`config.mk`:
```
export PLATFORM = sky130hd
export DESIGN_NAME = vil_config_loader
export DESIGN_NICKNAME = d
export VERILOG_FILES = /design/src/rtl/vil_pkg.sv /design/src/rtl/vil_nmi_if.sv /design/src/rtl/vil_fail_edge.sv /design/src/rtl/vil_config_loader.sv
export VERILOG_INCLUDE_DIRS = /design/src /design/src/rtl
export SDC_FILE = /design/constraint.sdc
export NUM_CORES = 1
export LEC_CHECK = 0
export ABC_CLOCK_PERIOD_IN_PS = 1800
export BUFFER_PORTS_ARGS = -buffer_cell sky130_fd_sc_hd__buf_4
export CAP_MARGIN = 20
export CORE_ASPECT_RATIO = 0.8
export CORE_MARGIN = 2
export CORE_UTILIZATION = 52
export DETAILED_ROUTE_END_ITERATION = 12
export GPL_TIMING_DRIVEN = 0
export PLACE_DENSITY = 0.77
export SKIP_LAST_GASP = 1
export SLEW_MARGIN = 20
export SYNTH_ARGS = -nofsm -noshare
export SYNTH_HDL_FRONTEND = slang
export SYNTH_SLANG_ARGS = --single-unit
```
`constraint.sdc`:
```
create_clock -name clk_sys -period 1.8 [get_ports clk_sys]
set_input_delay 0.18 -clock clk_sys [delete_from_list [all_inputs] [get_ports clk_sys]]
set_output_delay 0.18 -clock clk_sys [all_outputs]
set_load 0.1 [all_outputs]
```
`src/rtl/vil_map.svh`:
```
`ifndef VIL_MAP_SVH
`define VIL_MAP_SVH

// Register byte offsets
`define VIL_OFF_CTRL 8'h00
`define VIL_OFF_CFG 8'h04
`define VIL_OFF_IBOX 8'h08
`define VIL_OFF_MAP_LO 8'h0c
`define VIL_OFF_MAP_HI 8'h10
`define VIL_OFF_STATUS 8'h14
`define VIL_OFF_MASK 8'h18
`define VIL_OFF_STATE 8'h1c

// Control register fields
`define VIL_CTRL_START 0

// Settings register fields
`define VIL_CFG_SFCLR 0
`define VIL_CFG_TMREN 1
`define VIL_CFG_TOUT_LSB 2
`define VIL_CFG_TOUT_MSB 3
`define VIL_CFG_FAIR 4
`define VIL_CFG_VINIT 5
`define VIL_CFG_MBOX 6
`define VIL_CFG_SFA 7
`define VIL_CFG_SFN 8
`define VIL_CFG_ACA 9
`define VIL_CFG_IBEN 10
`define VIL_CFG_SLOT_LSB 16
`define VIL_CFG_SLOT_MSB 23

// Reset values of the settings
`define VIL_CFG_RST 32'h0001_007f
`define VIL_IBOX_RST 32'h0000_0000
`define VIL_MAP_LO_RST 32'hffff_ffff
`define VIL_MAP_HI_RST 24'hff_ffff

// Setting value ranges
`define VIL_TOUT_MIN 2'h1
`define VIL_TOUT_MAX 2'h3
`define VIL_SLOT_DEF 8'h01
`define VIL_LINE_MIN 8'h01
`define VIL_LINE_MAX 8'h07

// Event status bits
`define VIL_ST_DONE 0
`define VIL_ST_SFA 1
`define VIL_ST_SFN 2
`define VIL_ST_ACA 3
`define VIL_ST_W 4

`endif

```
`src/rtl/vil_pkg.sv`:
```
package vil_pkg;

   typedef enum logic [1:0] {
      VIL_IDLE = 2'b00,
      VIL_APPLY = 2'b01,
      VIL_DONE = 2'b10
   } vil_fsm_e;

   typedef struct packed {
      vil_fsm_e fsm;
      logic startReq;
      logic [31:0] cfg;
      logic [31:0] iboxCfg;
      logic [31:0] mapLo;
      logic [23:0] mapHi;
      logic [3:0] status;
      logic [3:0] mask;
      logic pready;
      logic [31:0] prdata;
      logic pslverr;
      logic sysfailRelease;
      logic timerEnable;
      logic [1:0] timeoutCode;
      logic [7:0] slotNumber;
      logic fairMode;
      logic [6:0] irqLevelEnable;
      logic [20:0] irqLevelRoute;
      logic [15:0] iboxBase;
      logic iboxEnable;
      logic msgBoxInit;
      logic vmeInitDone;
      logic loadDone;
      logic nmiAssertEn;
      logic nmiNegateEn;
      logic nmiAcfailEn;
      logic nmiPulse;
      logic irqOut;
   } vil_state_s;

   typedef struct packed {
      logic sysfailPrev;
      logic acfailPrev;
      logic sfAssertEv;
      logic sfNegateEv;
      logic acAssertEv;
   } vil_edge_s;

endpackage

```
`src/rtl/vil_nmi_if.sv`:
```
`timescale 1ns/1ps
interface vil_nmi_if;
   logic sfAssertEn;
   logic sfNegateEn;
   logic acAssertEn;
   logic sfAssertEv;
   logic sfNegateEv;
   logic acAssertEv;

   modport loader (
      output sfAssertEn,
      output sfNegateEn,
      output acAssertEn,
      input sfAssertEv,
      input sfNegateEv,
      input acAssertEv
   );

   modport detector (
      input sfAssertEn,
      input sfNegateEn,
      input acAssertEn,
      output sfAssertEv,
      output sfNegateEv,
      output acAssertEv
   );
endinterface

```
`src/rtl/vil_fail_edge.sv`:
```
`timescale 1ns/1ps
module vil_fail_edge
   import vil_pkg::*;
(
   input wire logic clk_sys,
   input wire logic resetn,
   input wire logic sysfailN,
   input wire logic acfailN,
   vil_nmi_if.detector nmi
);

   vil_edge_s q;
   vil_edge_s d;

   // Edge detection; previous levels start negated so reset is no edge
   always_comb begin
      d = q;
      d.sysfailPrev = ~sysfailN;
      d.acfailPrev = ~acfailN;
      d.sfAssertEv = nmi.sfAssertEn & ~sysfailN & ~q.sysfailPrev;
      d.sfNegateEv = nmi.sfNegateEn & sysfailN & q.sysfailPrev;
      d.acAssertEv = nmi.acAssertEn & ~acfailN & ~q.acfailPrev;
      if (!resetn) begin
         d = '0;
      end
   end

   always_ff @(posedge clk_sys) begin
      q <= d;
   end

   assign nmi.sfAssertEv = q.sfAssertEv;
   assign nmi.sfNegateEv = q.sfNegateEv;
   assign nmi.acAssertEv = q.acAssertEv;

endmodule

```
`src/rtl/vil_config_loader.sv`:
```
// The address map and the APB register port are this design's own decisions.
`timescale 1ns/1ps
`include "vil_map.svh"
module vil_config_loader
   import vil_pkg::*;
(
   input wire logic clk_sys,
   input wire logic resetn,
   input wire logic psel,
   input wire logic penable,
   input wire logic pwrite,
   input wire logic [7:0] paddr,
   input wire logic [31:0] pwdata,
   output logic pready,
   output logic [31:0] prdata,
   output logic pslverr,
   input wire logic memReady,
   input wire logic sysfailN,
   input wire logic acfailN,
   output logic sysfailRelease,
   output logic timerEnable,
   output logic [1:0] timeoutCode,
   output logic [7:0] slotNumber,
   output logic fairMode,
   output logic [6:0] irqLevelEnable,
   output logic [20:0] irqLevelRoute,
   output logic [15:0] iboxBase,
   output logic iboxEnable,
   output logic msgBoxInit,
   output logic vmeInitDone,
   output logic loadDone,
   output logic nmiPulse,
   output logic irq
);

   // Clamp an out-of-range timeout code to the longest period
   function automatic logic [1:0] clampTimeout(input logic [1:0] code);
      if (code < `VIL_TOUT_MIN) begin
         return `VIL_TOUT_MAX;
      end
      return code;
   endfunction

   // A map byte enables its level only for lines 1 to 7
   function automatic logic mapValid(input logic [7:0] value);
      return (value >= `VIL_LINE_MIN) && (value <= `VIL_LINE_MAX);
   endfunction

   // Slot 0 is outside the legal range, fall back to the default
   function automatic logic [7:0] clampSlot(input logic [7:0] value);
      if (value == 8'h00) begin
         return `VIL_SLOT_DEF;
      end
      return value;
   endfunction

   vil_state_s q;
   vil_state_s d;
   vil_nmi_if nmi ();

   logic [55:0] mapAll;
   logic [6:0] mapEn;
   logic [20:0] mapLine;
   logic apbAccess;
   logic apbDone;
   logic [31:0] readData;
   logic addrHit;
   logic [3:0] evNow;

   assign mapAll = {q.mapHi, q.mapLo};

   // Per-level decode of the interrupt level map
   genvar gi;
   generate
      for (gi = 0; gi < 7; gi = gi + 1) begin : gLevel
         assign mapEn[gi] = mapValid(mapAll[gi*8 +: 8]);
         assign mapLine[gi*3 +: 3] = mapAll[gi*8 +: 3];
      end
   endgenerate

   // Fail-line edge detector sits in its own module
   vil_fail_edge uEdge (
      .clk_sys(clk_sys),
      .resetn(resetn),
      .sysfailN(sysfailN),
      .acfailN(acfailN),
      .nmi(nmi.detector)
   );

   assign nmi.sfAssertEn = q.nmiAssertEn;
   assign nmi.sfNegateEn = q.nmiNegateEn;
   assign nmi.acAssertEn = q.nmiAcfailEn;

   // Events of this cycle, in status bit order
   always_comb begin
      evNow = '0;
      evNow[`VIL_ST_DONE] = (q.fsm == VIL_APPLY);
      evNow[`VIL_ST_SFA] = nmi.sfAssertEv;
      evNow[`VIL_ST_SFN] = nmi.sfNegateEv;
      evNow[`VIL_ST_ACA] = nmi.acAssertEv;
   end

   // Bus phase decode; answer comes one cycle into the access phase
   assign apbAccess = psel & penable;
   assign apbDone = apbAccess & q.pready;

   // Read mux and address hit
   always_comb begin
      readData = '0;
      addrHit = 1'b1;
      unique case (paddr)
         `VIL_OFF_CTRL: readData[`VIL_CTRL_START] = q.startReq;
         `VIL_OFF_CFG: readData = q.cfg;
         `VIL_OFF_IBOX: readData = q.iboxCfg;
         `VIL_OFF_MAP_LO: readData = q.mapLo;
         `VIL_OFF_MAP_HI: readData = {8'h00, q.mapHi};
         `VIL_OFF_STATUS: readData = {28'h0000000, q.status};
         `VIL_OFF_MASK: readData = {28'h0000000, q.mask};
         `VIL_OFF_STATE: readData = {29'h00000000, q.loadDone, q.fsm};
         default: begin
            readData = '0;
            addrHit = 1'b0;
         end
      endcase
   end

   // Next-state logic of the whole loader
   always_comb begin
      d = q;
      d.pready = apbAccess & ~q.pready;
      d.nmiPulse = |evNow[`VIL_ST_ACA:`VIL_ST_SFA];

      // Bus answer: data and error are taken one edge before the completing edge
      if (apbAccess && !q.pready) begin
         d.prdata = pwrite ? 32'h00000000 : readData;
         d.pslverr = ~addrHit;
      end

      // Register writes; settings are only frozen by the loader
      if (apbDone && pwrite) begin
         unique case (paddr)
            `VIL_OFF_CTRL: d.startReq = pwdata[`VIL_CTRL_START];
            `VIL_OFF_CFG: d.cfg = pwdata;
            `VIL_OFF_IBOX: d.iboxCfg = pwdata;
            `VIL_OFF_MAP_LO: d.mapLo = pwdata;
            `VIL_OFF_MAP_HI: d.mapHi = pwdata[23:0];
            `VIL_OFF_MASK: d.mask = pwdata[3:0];
            default: d.startReq = q.startReq;
         endcase
      end

      // Status clears on read, but an event in the same cycle wins
      if (apbDone && !pwrite && (paddr == `VIL_OFF_STATUS)) begin
         d.status = evNow;
      end else begin
         d.status = q.status | evNow;
      end

      // Loader sequence runs once per reset
      unique case (q.fsm)
         VIL_IDLE: begin
            if (q.startReq && memReady) begin
               d.fsm = VIL_APPLY;
            end
         end
         VIL_APPLY: begin
            // Settings applied regardless of the master flag
            d.sysfailRelease = q.cfg[`VIL_CFG_SFCLR];
            d.timerEnable = q.cfg[`VIL_CFG_TMREN];
            // Code is stored even when the timer stays off
            d.timeoutCode = clampTimeout(q.cfg[`VIL_CFG_TOUT_MSB:`VIL_CFG_TOUT_LSB]);
            if (q.cfg[`VIL_CFG_VINIT]) begin
               // Slot alone never selects controller role
               d.slotNumber = clampSlot(q.cfg[`VIL_CFG_SLOT_MSB:`VIL_CFG_SLOT_LSB]);
               d.fairMode = q.cfg[`VIL_CFG_FAIR];
               d.irqLevelEnable = mapEn;
               d.irqLevelRoute = mapLine;
               d.nmiAssertEn = q.cfg[`VIL_CFG_SFA];
               d.nmiNegateEn = q.cfg[`VIL_CFG_SFN];
               d.nmiAcfailEn = q.cfg[`VIL_CFG_ACA];
               d.iboxBase = q.iboxCfg[15:0];
               d.iboxEnable = q.cfg[`VIL_CFG_IBEN];
               d.msgBoxInit = q.cfg[`VIL_CFG_MBOX];
               d.vmeInitDone = 1'b1;
            end
            // Master flag off: the gated settings keep their idle values
            d.loadDone = 1'b1;
            d.fsm = VIL_DONE;
         end
         VIL_DONE: begin
            d.fsm = VIL_DONE;
         end
         default: begin
            d.fsm = VIL_IDLE;
         end
      endcase

      // Level interrupt follows the masked sticky status
      d.irqOut = |(d.status & q.mask);

      // Synchronous reset to the documented defaults
      if (!resetn) begin
         d = '0;
         d.fsm = VIL_IDLE;
         d.cfg = `VIL_CFG_RST;
         d.iboxCfg = `VIL_IBOX_RST;
         d.mapLo = `VIL_MAP_LO_RST;
         d.mapHi = `VIL_MAP_HI_RST;
         d.timerEnable = 1'b1;
         d.timeoutCode = `VIL_TOUT_MAX;
         d.slotNumber = `VIL_SLOT_DEF;
         d.fairMode = 1'b1;
      end
   end

   // One register holds every piece of state except the edge detector's
   always_ff @(posedge clk_sys) begin
      q <= d;
   end

   // Outputs straight from the state register
   assign pready = q.pready;
   assign prdata = q.prdata;
   assign pslverr = q.pslverr;
   assign sysfailRelease = q.sysfailRelease;
   assign timerEnable = q.timerEnable;
   assign timeoutCode = q.timeoutCode;
   assign slotNumber = q.slotNumber;
   assign fairMode = q.fairMode;
   assign irqLevelEnable = q.irqLevelEnable;
   assign irqLevelRoute = q.irqLevelRoute;
   assign iboxBase = q.iboxBase;
   assign iboxEnable = q.iboxEnable;
   assign msgBoxInit = q.msgBoxInit;
   assign vmeInitDone = q.vmeInitDone;
   assign loadDone = q.loadDone;
   assign nmiPulse = q.nmiPulse;
   assign irq = q.irqOut;

endmodule

```
# Word level (Yosys, flattened, before mapping)
# Index checks and enable logic that the tools add are counted.
op_classes:
  order_cmp: 15
  eq_ne: 10
  n_mux: 16
  bitwise_logic: 17
  reduce_logical: 28
op_table:
  columns: ["cell", "n"]
  rows:
  - ["one-hot mux 31 bit (7 select lines)", 1]
  - ["greater-or-equal comparator 8 x 1 -> 1 bit, second input constant", 7]
  - ["<= comparator 8 x 3 -> 1 bit, second input constant", 7]
  - ["equality test 8 x 5 -> 1 bit, second input constant", 4]
  - ["2-to-1 mux 32 bit", 1]
  - ["equality test 8 x 4 -> 1 bit, second input constant", 2]
  - ["logical NOT 8 bit", 2]
  - ["2-to-1 mux 8 bit", 2]
  - ["AND reduction 2 bit", 7]
  - ["logical AND 1 bit", 12]
  - ["bitwise AND 1 bit", 9]
  - ["equality test 8 x 3 -> 1 bit, second input constant", 1]
  - ["one-hot mux 1 bit (8 select lines)", 1]
  - ["OR reduction 8 bit", 1]
  - ["2-to-1 mux 1 bit", 6]
  - ["2-to-1 mux 2 bit", 3]
  - ["inverter 1 bit", 6]
  - ["bitwise AND 4 bit", 1]
  - ["2-to-1 mux 4 bit", 1]
  - ["OR 4 bit", 1]
  - ["one-hot mux 2 bit (2 select lines)", 1]
  - ["OR reduction 4 bit", 1]
  - ["OR reduction 3 bit", 1]
  - ["equality test 2 x 1 -> 1 bit, second input constant", 1]
  - ["other kinds (6)", 7]
word_totals:
  register_bits: 236
  wordCells: 119

# Logic depth before layout (Yosys ltp)
depth:
  depth_word: 7
  mapped_depth: 8
  mapped_depth_nobuf: 6

# Cells and area by module
# A second synthesis with hierarchy kept.
hier_totals:
  hier_cells: 1271
  area_unflattened_um2: 10154.7
by_module_without_submodules:
  columns: ["mod", "n_inst", "cells_each", "area_each_um2", "seq_area_each_um2"]
  rows:
  - ["vil_config_loader", 1, 1261, 10008.3, 4624.4]
  - ["vil_fail_edge", 1, 10, 146.4, 100.1]

# Least setup slack after synthesis
# No wires, ideal clock.
synth_path:
  path_kind: "reg2reg"
  startpoint: "reg q, in the netlist pready"
  endpoint: "reg q, in the netlist mapAll[15]"
  setup_time_ns: 0.137
  t_arrival_ns: 2.209
  required_ns: 1.663
  setup_slack_ns: -0.546
  path_stages_with_launch: 7
  synth_period_minus_slack_ns: 2.346
  cell_sequence: "dfxtp_1 > nand4_1 > or4_1 > buf_2 > buf_6 > nand2_1 > nand3_1"
synth_via:
  elab_chain_len: 3
synth_lines:
  columns: ["element", "line_no", "text"]
  rows:
  - ["start: declaration", "vil_config_loader.sv:57", "vil_state_s q;"]
  - ["start signal: assignment", "vil_config_loader.sv:218", "q <= d;"]
  - ["bitwise AND 1 bit", "vil_config_loader.sv:105", "assign apbDone = apbAccess & q.pready;"]
  - ["logical AND 1 bit", "vil_config_loader.sv:140", "if (apbDone && pwrite) begin"]
  - ["AND reduction 2 bit (no line)", null, null]
# No other way between the ends.
# A chain may end at the register's enable or synchronous reset.

# Worst setup path in the final report
layout_path:
  startpoint: "reg q, in the netlist pready"
  endpoint: "reg q, in the netlist mapAll[4]"
# Same word-level chain as after synthesis.

==> impl_metrics.yaml <==
synth:
  synth_edf_count: 0
  yosys_most_used_dff: "dfxtp_1"
  yosys_register_bits: 236
  synth.distinct_cells: 47
  postSynthCellCount: 1203
  netlist_area_sq_um: 10100
  syn_nets: 1254
  avgSynthCellArea_sq_um: 8.41
  yosys_warnings: 0
  postSynth.asyncResetShare_pct: 0
  synth_seq_area_share_pct: 46.7
final_layout:
  fin_util_pct: 67.5
  finalNetCount: 1455
  final_common_cell: "nand2_1"
  diodes: 0
  finalNonFillerCells: 1678
  drive_above_1_share_pct: 23.7
  final_cell_mix: "nand2_1, buf_4, dfxtp_1, nand3_1, a21boi_0"
  fin_area_sq_um: 12800
  areaGrowthSynthToFinish_pct: 26.9
placed_design:
  place_area_sq_um: 11500
  dp_hpwl_um: 23300
  place.gp.congestion: 0.972
  io_buffers: 142
  dp_cells: 1603
floorplanning:
  dieHeight_um: 129
  start_util_pct: 53.2
  fp-row-count: 45
  io_pins: 145
  design.core.area_sq_um: 19000
  die_x_um: 160
  die_area_sq_um: 20600
hold_path:
  hp-class: "in2reg"
route:
  firstDrtPassIters: 5
  drtIter0Drc: 1127
  drt_wl_total_um: 32100
  detail-route-antenna-nets: 0
  wl_per_cell_um: 19.1
  drc: 0
  avgViaCountPerCell: 5.63
  vias: 9447
sta:
  min_period_ns: 1.76
  fmax_ghz: 0.568
  setup_viol: 0
  slew_headroom_pct: 47.3
  report.final.slew_viol_count: 0
  period_share_pct: 97.9
  finClkSkew_ns: 0.0186
  worstMarginPinSlew_ns: 0.791
  finalHoldViolCount: 0
worst_setup_path:
  path_class: "reg2reg"
  cp.required_ns: 2.15
  arrival_ns: 2.11
  cp_max_fo: 10
  end_kind: "register"
  worst_setup_path_start_kind: "register"
global_routing:
  grt_pass1_wl_um: 49000
  grt_start_max_net_pins: 16
  gr-total-overflow: 0
  grt_pass1_vias: 8799
  grt_usage_pct: 30.4
  antenna_found_initial: 1
power:
  power_leakage_nw: 5.48
  fin_total_pwr_mw: 11.1
  power.density_nw_per_um2: 867
  ir_worst_vdd_mv: 0.589
clocking:
  cts_root_buf: "clkbuf_16"
  cts_buffer_depth: 3
  htree_levels: 1
  cts_tree: "done"
  cts.sinks: 236
  cts_buffers: 23
  clk_latency_ns: 0.52
  cts.clk_slew.worst_paths_ns: 0.06
outcome:
  status: "completed"
run:
  drv_cap: 0
-- final cells by class --
class                      instances  area [sq um]
sequential                       236          4730
clock buffer                      34           697
buffer                           171          1090
multi-input combinational        787          4400
tap                              258           323
inverter                           3          11.3
clock inverter                     7           135
fill                            1579          6190
timing repair buffer             182          1450
-- stage by stage --
step                      hold slack [ns]  TNS (ns)  setup slack [ns]
after floorplan                     0.259   -0.0478          -0.00239
after global placement              0.351    -64.47            -0.942
after detailed placement            0.354    -72.35             -1.05
after CTS                          0.0652   -0.0230           -0.0118
after global routing               0.0818   -0.0519           -0.0268
final                              0.0715         0            0.0381
-- Yosys cell counts, types with 17 or more instances --
cell type,n,share of area [%]
buf_4,86,6.4
a21boi_0,64,4.7
nor2b_1,17,1.1
nor2_1,51,1.9
a22oi_1,30,2.2
o21ai_0,39,1.9
nand2_1,301,11
nand3_1,104,5.1
o221ai_1,20,1.7
mux2i_1,31,3.1
dfxtp_1,236,47
clkbuf_1,69,2.6
-- sequential cells by signal (all words and copies together) (netlist names), 2 cells and up --
register / cells
irqLevelRoute: 21
irqLevelEnable: 7
prdata: 32
mapAll: 56
q: 75
uEdge.q: 2
slotNumber: 8
timeoutCode: 2
iboxBase: 16
-- layer usage --
layer	track usage (%)	part of all wire [%]
met1	41.2	42
met2	48.2	44
met3	7.25	12
met4	10.4	2.8
met5	0	0
-- path summary, 6_finish.rpt --
check                            from                      to  slack (ns)  cells after the start
setup / recovery    pready$_SDFF_PN0_  mapAll[4]$_SDFFE_PN1P_        0.04                      6
hold / removal               paddr[6]     q[228]$_SDFFE_PN0P_        0.07                      4
setup reg to reg    pready$_SDFF_PN0_  mapAll[4]$_SDFFE_PN1P_        0.04                      6
hold reg to reg   q[182]$_SDFFE_PN0P_     q[182]$_SDFFE_PN0P_        0.45                      2
-- kinds of logic (layout without fill, tap and decap cells) --
| group | Yosys count | after routing | synth area share, % |
|---|---|---|---|
| compound gates | 194 | 194 | 13.5 |
| buf+inv | 180 | 397 | 10.2 |
| simple gates | 544 | 544 | 24.0 |
| flops | 236 | 236 | 46.7 |
| fa+ha+maj | 3 | 3 | 0.371 |
| mux | 46 | 46 | 5.18 |
-- power breakdown --
part	switching [mW]	internal [mW]
Clock	2.07	3.24
Combinational	0.363	0.234
Sequential	0.00410	5.23
Total	2.43	8.70
-- critical path: stages, from the launching register on --
cell	delay, ns
dfxtp_4	0.37
nand4_1	0.15
or4_1	0.57
clkbuf_4	0.20
buf_6	0.15
nand2_1	0.08
nand3_1	0.09
-- what timing repair did --
item,CTS,global route
endpoints found under the setup margin,129,174
resized for setup,31,46
hold buffers,34,0
pin swaps,0,2
hold endpoints to repair,108,0
buffers inserted,1,5
No activity file was read; power rests on OpenSTA's default activity.
